==> src/dcsr_params.svh <==
/*
 Constants for the detector control/status register bank: command
 addresses, request codes, field positions and reset values.
 Assumes inclusion by bare name from the package and the bank module.
*/
`ifndef DCSR_PARAMS_SVH
`define DCSR_PARAMS_SVH

// ------------------------------------------------------------
// Command addresses (block-transfer type modifier)
// ------------------------------------------------------------
`define DCSR_ADDR_CONTROL_WRITE 16'h0010
`define DCSR_ADDR_READBACK      16'h0012

// ------------------------------------------------------------
// Readback request fields and data codes
// ------------------------------------------------------------
`define DCSR_RB_CONTROL_BIT     0
`define DCSR_RB_STATUS_BIT      1
`define DCSR_RB_FETCH_CONTROL   16'h0001
`define DCSR_RB_FETCH_STATUS    16'h0002

// ------------------------------------------------------------
// Control fields
// ------------------------------------------------------------
`define DCSR_CTRL_PRESPILL_BIT  0

// ------------------------------------------------------------
// Status fields
// ------------------------------------------------------------
`define DCSR_ST_MODE_HI         12
`define DCSR_ST_MODE_LO         9
`define DCSR_ST_WATCHDOG_BIT    8
`define DCSR_ST_POWER_BIT       7
`define DCSR_ST_CHAIN_FWD_BIT   6
`define DCSR_ST_CHAIN_IN_BIT    5
`define DCSR_ST_SLOWCFG_BIT     4
`define DCSR_ST_OVERTEMP_BIT    3
`define DCSR_ST_REJECT_BIT      2
`define DCSR_ST_UNKNOWN_BIT     1
`define DCSR_ST_CHECKSUM_BIT    0

// ------------------------------------------------------------
// Reset values
// ------------------------------------------------------------
`define DCSR_CTRL_RESET         16'h0000
`define DCSR_STATUS_RESET       16'h0000
`define DCSR_RB_RESET           2'h0

`endif

==> src/dcsr_pkg.sv <==
/*
 Types shared by the detector control/status register bank.
 Assumes the _params header sits in the same folder.
*/
package dcsr_pkg;

	`include "dcsr_params.svh"

	typedef enum logic [3:0] {
		DCSR_MODE_SLEEP     = 4'h0,
		DCSR_MODE_IDLE      = 4'h1,
		DCSR_MODE_SYNC      = 4'h2,
		DCSR_MODE_LOOP      = 4'h3,
		DCSR_MODE_ACTIVE    = 4'h4,
		DCSR_MODE_READOUT   = 4'h5,
		DCSR_MODE_CONFIG    = 4'h6,
		DCSR_MODE_DEBUG     = 4'h7,
		DCSR_MODE_CALIBRATE = 4'h8,
		DCSR_MODE_ERROR     = 4'hF
	} dcsr_mode_e;

	// Incoming block-transfer command word
	typedef struct packed {
		logic        valid;
		logic [15:0] type_modifier;
		logic [15:0] data;
	} dcsr_cmd_s;

	// Word returned to the aggregator
	typedef struct packed {
		logic        valid;
		logic [15:0] type_modifier;
		logic [15:0] data;
	} dcsr_reply_s;

	// Event and condition inputs from the rest of the board
	typedef struct packed {
		logic       watchdog_fired;
		logic       watchdog_ok;
		logic       power_fault;
		logic       chain_forward;
		logic       chain_input;
		logic       slow_config_bad;
		logic       slow_config_good;
		logic       overtemp;
		logic       cmd_rejected;
		logic       cmd_accepted;
		logic       cmd_unknown;
		logic       cmd_known;
		logic       frame_bad;
		logic       frame_good;
	} dcsr_events_s;

	typedef enum logic [1:0] {
		DCSR_RB_IDLE,
		DCSR_RB_SEND_CONTROL,
		DCSR_RB_SEND_STATUS
	} dcsr_rb_state_e;

	typedef struct packed {
		logic [15:0]    control;
		logic [1:0]     readback_req;
		dcsr_rb_state_e rb_state;
		logic           watchdog;
		logic           power;
		logic           chain_fwd;
		logic           chain_in;
		logic           slowcfg;
		logic           overtemp;
		logic           reject;
		logic           unknown;
		logic           checksum;
		dcsr_reply_s    reply;
		logic           prepare;
		logic           expect_start;
	} dcsr_state_s;

endpackage

==> src/dcsr_bank.sv <==
/*
 Control and status register bank of the detector interface board.
 Takes decoded block-transfer commands, holds the control word and the
 error/source flags, and answers readback requests with a reply word.
 Assumes commands arrive on clk as one-cycle strobes from the frame
 decoder, the reply path accepts a word whenever reply_ready is high,
 and the mode state machine sits outside and reports its mode code.
*/
`timescale 1ns/10ps

`include "dcsr_params.svh"

// What this block does
// - 16-bit read/write control register, resets to zero, upper bits spare.
// - Prespill bit one: spill warning prepares ACTIVE, start expected at spill.
// - Prespill bit zero: no warning used; start command itself triggers prepare.
// - Readback command decoded at 0x0012; bits 15..2 read as zero.
// - Data 0x0002 requests status return; bit self-clears when sent.
// - Data 0x0001 requests control return; bit self-clears when sent.
// - 16-bit read-only status register, resets to zero, returned on request.
// - Status bits 12..9 carry the current mode code.
// - Status bit 8 flags a watchdog timeout.
// - Status bit 7 flags a supply voltage or current out of range.
// - Status bit 6 shows commands forwarded onto the chain link.
// - Status bit 5 shows chain link as command source.
// - Status bit 4 flags slow-control readback errors.
// - Status bit 3 flags overtemperature.
// - Status bit 2 flags a command refused while another runs.
// - Status bit 1 flags an unrecognised command.
// - Status bit 0 flags a frame checksum error.
// - Control written at 0x0010, read back through readback command.
module dcsr_bank (
	input  wire logic                 clk,
	input  wire logic                 rst,
	input  wire dcsr_pkg::dcsr_cmd_s  cmd,
	input  wire dcsr_pkg::dcsr_mode_e current_mode_code,
	input  wire dcsr_pkg::dcsr_events_s events,
	input  wire logic                 spill_warning,
	input  wire logic                 acquisition_start,
	input  wire logic                 reply_ready,
	output dcsr_pkg::dcsr_reply_s     reply,
	output logic [15:0]               board_control,
	output logic [15:0]               board_status_primary,
	output logic [1:0]                register_readback_command,
	output logic                      prespill_mode_select,
	output logic                      prepare_data_taking,
	output logic                      start_at_spill
);
	import dcsr_pkg::*;

	dcsr_state_s state_q;
	dcsr_state_s state_d;
	logic [15:0] status_word;

	// ------------------------------------------------------------
	// Helpers
	// ------------------------------------------------------------
	// Flag with explicit set and clear; set wins over a same-cycle clear
	function automatic logic sticky(input logic cur, input logic set,
			input logic clr);
		sticky = set | (cur & ~clr);
	endfunction

	function automatic logic hit(input dcsr_cmd_s c, input logic [15:0] a);
		hit = c.valid && (c.type_modifier == a);
	endfunction

	// ------------------------------------------------------------
	// Status word assembly
	// ------------------------------------------------------------
	always_comb begin
		status_word = 16'h0000;
		status_word[`DCSR_ST_MODE_HI:`DCSR_ST_MODE_LO] =
			current_mode_code;
		status_word[`DCSR_ST_WATCHDOG_BIT]  = state_q.watchdog;
		status_word[`DCSR_ST_POWER_BIT]     = state_q.power;
		status_word[`DCSR_ST_CHAIN_FWD_BIT] = state_q.chain_fwd;
		status_word[`DCSR_ST_CHAIN_IN_BIT]  = state_q.chain_in;
		status_word[`DCSR_ST_SLOWCFG_BIT]   = state_q.slowcfg;
		status_word[`DCSR_ST_OVERTEMP_BIT]  = state_q.overtemp;
		status_word[`DCSR_ST_REJECT_BIT]    = state_q.reject;
		status_word[`DCSR_ST_UNKNOWN_BIT]   = state_q.unknown;
		status_word[`DCSR_ST_CHECKSUM_BIT]  = state_q.checksum;
	end

	// ------------------------------------------------------------
	// Next state
	// ------------------------------------------------------------
	always_comb begin
		state_d = state_q;

		// Control write
		if (hit(cmd, `DCSR_ADDR_CONTROL_WRITE)) begin
			state_d.control = cmd.data;
		end

		// Readback requests; reserved data bits are dropped
		if (hit(cmd, `DCSR_ADDR_READBACK)) begin
			if (cmd.data[`DCSR_RB_CONTROL_BIT]) begin
				state_d.readback_req[`DCSR_RB_CONTROL_BIT] = 1'b1;
			end
			if (cmd.data[`DCSR_RB_STATUS_BIT]) begin
				state_d.readback_req[`DCSR_RB_STATUS_BIT] = 1'b1;
			end
		end

		// Conditions that are live levels
		state_d.power     = events.power_fault;
		state_d.chain_fwd = events.chain_forward;
		state_d.chain_in  = events.chain_input;
		state_d.overtemp  = events.overtemp;

		// Event flags hold until a success report of the same kind
		state_d.watchdog = sticky(state_q.watchdog,
			events.watchdog_fired, events.watchdog_ok);
		state_d.slowcfg  = sticky(state_q.slowcfg,
			events.slow_config_bad, events.slow_config_good);
		state_d.reject   = sticky(state_q.reject,
			events.cmd_rejected, events.cmd_accepted);
		state_d.unknown  = sticky(state_q.unknown,
			events.cmd_unknown, events.cmd_known);
		state_d.checksum = sticky(state_q.checksum,
			events.frame_bad, events.frame_good);

		// Reply sequencer; one word per request, control before status
		state_d.reply.valid = state_q.reply.valid & ~reply_ready;
		case (state_q.rb_state)
			DCSR_RB_IDLE: begin
				if (state_q.readback_req[`DCSR_RB_CONTROL_BIT]) begin
					state_d.rb_state = DCSR_RB_SEND_CONTROL;
				end else if (state_q.readback_req[`DCSR_RB_STATUS_BIT]) begin
					state_d.rb_state = DCSR_RB_SEND_STATUS;
				end
			end
			DCSR_RB_SEND_CONTROL: begin
				if (!state_q.reply.valid || reply_ready) begin
					state_d.reply.valid = 1'b1;
					state_d.reply.type_modifier = `DCSR_ADDR_CONTROL_WRITE;
					state_d.reply.data = state_q.control;
					// Clear wins only if no fresh request landed now
					if (!(hit(cmd, `DCSR_ADDR_READBACK) &&
							cmd.data[`DCSR_RB_CONTROL_BIT])) begin
						state_d.readback_req[`DCSR_RB_CONTROL_BIT] =
							1'b0;
					end
					state_d.rb_state = DCSR_RB_IDLE;
				end
			end
			DCSR_RB_SEND_STATUS: begin
				if (!state_q.reply.valid || reply_ready) begin
					state_d.reply.valid = 1'b1;
					state_d.reply.type_modifier = `DCSR_ADDR_READBACK;
					state_d.reply.data = status_word;
					if (!(hit(cmd, `DCSR_ADDR_READBACK) &&
							cmd.data[`DCSR_RB_STATUS_BIT])) begin
						state_d.readback_req[`DCSR_RB_STATUS_BIT] =
							1'b0;
					end
					state_d.rb_state = DCSR_RB_IDLE;
				end
			end
			default: begin
				state_d.rb_state = DCSR_RB_IDLE;
			end
		endcase

		// Acquisition preparation scheme
		state_d.expect_start = 1'b0;
		if (state_q.control[`DCSR_CTRL_PRESPILL_BIT]) begin
			if (spill_warning) begin
				state_d.prepare = 1'b1;
			end
			if (acquisition_start) begin
				state_d.expect_start = 1'b1;
				state_d.prepare = 1'b0;
			end
		end else begin
			// Warning ignored; start arrives well before the spill
			if (acquisition_start) begin
				state_d.prepare = 1'b1;
			end
		end
	end

	// ------------------------------------------------------------
	// State register
	// ------------------------------------------------------------
	always_ff @(posedge clk) begin
		if (rst) begin
			state_q.control      <= `DCSR_CTRL_RESET;
			state_q.readback_req <= `DCSR_RB_RESET;
			state_q.rb_state     <= DCSR_RB_IDLE;
			state_q.watchdog     <= 1'b0;
			state_q.power        <= 1'b0;
			state_q.chain_fwd    <= 1'b0;
			state_q.chain_in     <= 1'b0;
			state_q.slowcfg      <= 1'b0;
			state_q.overtemp     <= 1'b0;
			state_q.reject       <= 1'b0;
			state_q.unknown      <= 1'b0;
			state_q.checksum     <= 1'b0;
			state_q.reply        <= '0;
			state_q.prepare      <= 1'b0;
			state_q.expect_start <= 1'b0;
		end else begin
			state_q <= state_d;
		end
	end

	// ------------------------------------------------------------
	// Outputs, all from flip-flops
	// ------------------------------------------------------------
	// Status is registered once more so the port stays a flop output
	logic [15:0] status_q;

	always_ff @(posedge clk) begin
		if (rst) begin
			status_q <= `DCSR_STATUS_RESET;
		end else begin
			status_q <= status_word;
		end
	end

	assign reply                     = state_q.reply;
	assign board_control             = state_q.control;
	assign board_status_primary      = status_q;
	assign register_readback_command = state_q.readback_req;
	assign prespill_mode_select      = state_q.control[`DCSR_CTRL_PRESPILL_BIT];
	assign prepare_data_taking       = state_q.prepare;
	assign start_at_spill            = state_q.expect_start;

endmodule

==> config.mk <==
export PLATFORM = sky130hd
export DESIGN_NAME = dcsr_bank
export DESIGN_NICKNAME = d
export VERILOG_FILES = /design/src/dcsr_pkg.sv /design/src/dcsr_bank.sv
export VERILOG_INCLUDE_DIRS = /design/src
export SDC_FILE = /design/constraint.sdc
export NUM_CORES = 1
export LEC_CHECK = 0
export BUFFER_PORTS_ARGS = -buffer_cell sky130_fd_sc_hd__buf_2
export CAP_MARGIN = 20
export CORE_ASPECT_RATIO = 0.9
export CORE_UTILIZATION = 43
export DETAILED_ROUTE_END_ITERATION = 6
export GPL_TIMING_DRIVEN = 1
export MAX_ROUTING_LAYER = met4
export PLACE_DENSITY = 0.74
export SLEW_MARGIN = 20
export SYNTH_ARGS = -nofsm -noshare
export SYNTH_HDL_FRONTEND = slang
export SYNTH_SLANG_ARGS = --single-unit
export TNS_END_PERCENT = 10
==> constraint.sdc <==
create_clock -name clk -period 4.2 [get_ports clk]
set_input_delay 0.21 -clock clk [delete_from_list [all_inputs] [get_ports clk]]
set_output_delay 0.21 -clock clk [all_outputs]
set_load 0.1 [all_outputs]
==> metrics list <==
- The run finished with clean final reports.
- Of the cells placed in the final design, the portion with a size suffix greater than 1 is 34.4%.
- STA classifies the critical path endpoint as a flip-flop.
- By instance count, the leading cell after synthesis is dfxtp_1.
- Along the worst hold path, the cell count comes to 3.
- Post-CTS setup buffers: 0
- IR analysis of the VDD net gives a maximum drop of 0.000142 V.
- The largest single stage delay on the critical path is around 0.37 ns.
- Proportion of total power due to net switching: between 20% and 30%
- In this run the critical register-to-register path is launched from state_q[45].
- Count of yosys warnings during synthesis: 0
* CTS clock-pin slew for the worst setup and hold paths: ~0.070 ns
- Power density of the placed cells: a little over 400 nW/um^2
- The critical path is of the flip-flop to flip-flop type.
- Number of routed nets with antenna violations: 0
- Pleak: 1.45 nW
- The floorplan has 27 rows.
* Worst clock skew: a little over 0.005 ns
- Placeable core area: 6150 um^2
* Synthesis-to-layout area growth: 14.1%
- Routability congestion estimate: 0.881
* First-pass GRT wire length: 10100 um
* Critical path arrival: 1.99 ns
* Aggregate routed wire length: approximately 6300 um
- Net load switching power: 0.000373 W
* Top post-synthesis cells by count: dfxtp_1, buf_4, nor2_1, a21oi_1
- DR DRC count: 0
- Int Power: 0.000897 W
- The number of antenna diodes in the final layout is 0.
- Die X-Extent: 86.5 um
- Number of endpoints failing setup at the final stage: 0
- Traced cell by cell, the critical path runs through inv_1 -> ha_1 -> nor2_1 -> o21ai_1 -> buf_4 -> a221oi_1 -> nor3_1.
- Non-filler cells, final: approximately 460
- Via density: 4.89
* Hold EP: state_q[43]
* Combinational share of power: between 10% and 20%
* Cell variety after synth: 33
- In this run the tightest slew margin relative to its limit is 56.2%.
- Entering global routing, the biggest net connects 64 pins.
- The most used flip-flop cell after synthesis is dfxtp_1.
- Buffers inserted during clock tree synthesis total 9.
* Die area: 6750 um^2
- Async S/R FF share, synth: 0%
- Routed wire per std cell: between 10 and 15 um
- Dominant cell type by area after synthesis: dfxtp_1
- Summing every instance area after synthesis gives 2760 um^2.
- Layout Nets: 430
- In this run the count of I/O pins placed on the die edge is 126.
* Number of antenna violations at the first check in global routing: 0
- Total placed cells including tap cells: 447
- The clock tree synthesis step divided the H-tree into 3 levels.
- TritonCTS clock tree: built
- Setup repair after global routing left no endpoint under its margin.
- Max Clock Freq: 556 MHz
* Post-synthesis cell count: 307
* DRT iter0 DRCs: 106
- Required time reported for the critical path endpoint: between 4 and 5 ns
- Most area-consuming cells after synthesis: dfxtp_1, buf_4, a21oi_1, a221oi_1, nor2b_1
* Max stage delay cell, worst path: dfxtp_1
- In this run, flip-flops and latches consume 48.4% of the power.
* Clock tree sinks: 63
- Of all nets on the critical path, the largest fanout is 11.
- After synthesis the netlist holds a flip-flop and latch count of 63.
- The final-report max-slew violation count came to 0.
* Portion of total power attributed to the clock network: 37.9%
- The worst path uses between 40% and 50% of the clock period.
- STA classifies the critical path startpoint as a flip-flop.
* Register-to-Register Setup Slack: 2.40 ns
- Post-layout min period: 1.80 ns
* Post-CTS Hold Buffers: 0
- Final total negative setup slack: 0 ns
* Final Hold Fails: 0
* Sequential-to-total area share from yosys stat: between 40% and 50%
- Min-Delay Startpoint: events[13]
* CP top delay family: compound AO/OA/AOI/OAI gates
- The first detailed-routing pass took 4 iterations.
* Count of flip-flops with a built-in enable after synthesis: 0
- After legalization and detailed placement, the total HPWL measured 4450 um.
- Tot GR Track Use: 20.4%
- Pin slew with the least headroom to its limit: 0.657 ns
- Root buffer selected by CTS: clkbuf_8
- The detailed router placed 2258 vias in this run.
- Summed over all layers, the global routing overflow is 0.
- Gates resized during post-CTS repair numbered 0.
- Clock latency on the worst-skew pair, taken at its later pin, is approximately 0.33 ns.
- The number of buffers and inverters on the critical path is 2.
* Mapped Avg Cell Area: 9.00 um^2
* Type of the most critical hold path: primary input to flip-flop
* Area fraction of the dominant cell type after synthesis: a little under half
- Critical R2R Capture: reply[0]
- Via count of the first global-routing pass: 2056
* Initial core utilization: 45.0%
- The clock passes through at most 2 buffers.
- Max-cap violations in this run came to 0.
* Vertical die dimension: 78.1 um
- Port buffering added between 100 and 150 buffers.
- Depth of the most critical reg-to-reg path: 7
## power by group through the flow
stage | Clock (W) | Combinational [W] | Sequential, W
final | 0.000481 | 0.000175 | 0.000614
after floorplan | 0 | 0.000102 | 0.000674
after global placement | 0 | 0.000173 | 0.000627
after global routing | 0.000521 | 0.000183 | 0.000615
after CTS | 0.000491 | 0.000175 | 0.000614
after detailed placement | 0 | 0.000174 | 0.000628
## flip-flops by register name (all words and copies together), names as in the netlist
name,flops
board_control,16
board_status_primary,13
prepare_data_taking,1
register_readback_command,2
reply,19
start_at_spill,1
state_q,11
## worst register-to-register path, cell delays in order, from the launching register on
cell and delay [ns]:
dfxtp_1 0.37, inv_1 0.08, ha_1 0.22, nor2_1 0.22
o21ai_1 0.21, buf_4 0.25, a221oi_1 0.23, nor3_1 0.07
## worst max path at each step
stage	cells past startpoint	slack, ns	end	startpoint
after CTS	7	2.39	reply[0]	state_q[45]
after global placement	5	2.46	board_control[9]	cmd[29]
after floorplan	1	2.57	board_control[0]	board_control[0]
after detailed placement	5	2.32	board_control[5]	cmd[29]
final	7	2.40	reply[0]	state_q[45]
after global routing	7	2.20	reply[0]	state_q[45]
## cell families after synthesis
kind of cell / count (synthesis) / synth area share [%]
flip-flops: 63 / 45.6
buffers and inverters: 82 / 19.9
adder cells (fa/ha/maj): 3 / 1.36
AND/OR/NAND/NOR: 90 / 17.7
AO/OA/AOI/OAI: 68 / 15.3
other: 1 / 0.136
## cell usage in the layout (no fill, tap or decap), types with 13 or more instances in the layout
cell type / netlist / layout
buf_2: 3 / 107
dfxtp_1: 63 / 63
nor2_1: 26 / 26
a21oi_1: 25 / 25
o21ai_0: 17 / 17
nand3_1: 17 / 17
nor2b_1: 17 / 17
conb_1: 1 / 17
a221oi_1: 13 / 13
nor3_1: 13 / 13
## per-stage QoR
step | cell area (um^2) | utilization [%] | hold slack, ns | total power, W | worst slack (ns)
after floorplan | 2820 | - | 0.327 | 0.000776 | 2.57
final | 3150 | 51.3 | 0.0788 | 0.00127 | 2.40
after CTS | 3150 | 51.3 | 0.0646 | 0.00128 | 2.39
after global routing | 3150 | 51.3 | 0.0728 | 0.00132 | 2.20
after detailed placement | 2970 | 48.3 | 0.420 | 0.000802 | 2.32
after global placement | 2970 | 48.3 | 0.419 | 0.000801 | 2.46
## final cells by class
type / instances / area [um^2]
fill: 624 / 2990
sequential: 63 / 1260
multi-input combinational: 178 / 1010
timing repair buffer: 109 / 551
clock buffer: 12 / 165
tap: 87 / 109
inverter: 10 / 37.5
clock inverter: 3 / 17.5
## layer usage
metal	vias to the layer above	share of wire (%)	global-route usage, %
li1	1107	-	-
met1	1047	46	25.3
met2	93	46	31.2
met3	11	6.4	5.26
met4	0	1.6	9.17
met5	-	0	-
No activity file was read; power rests on OpenSTA's default activity.
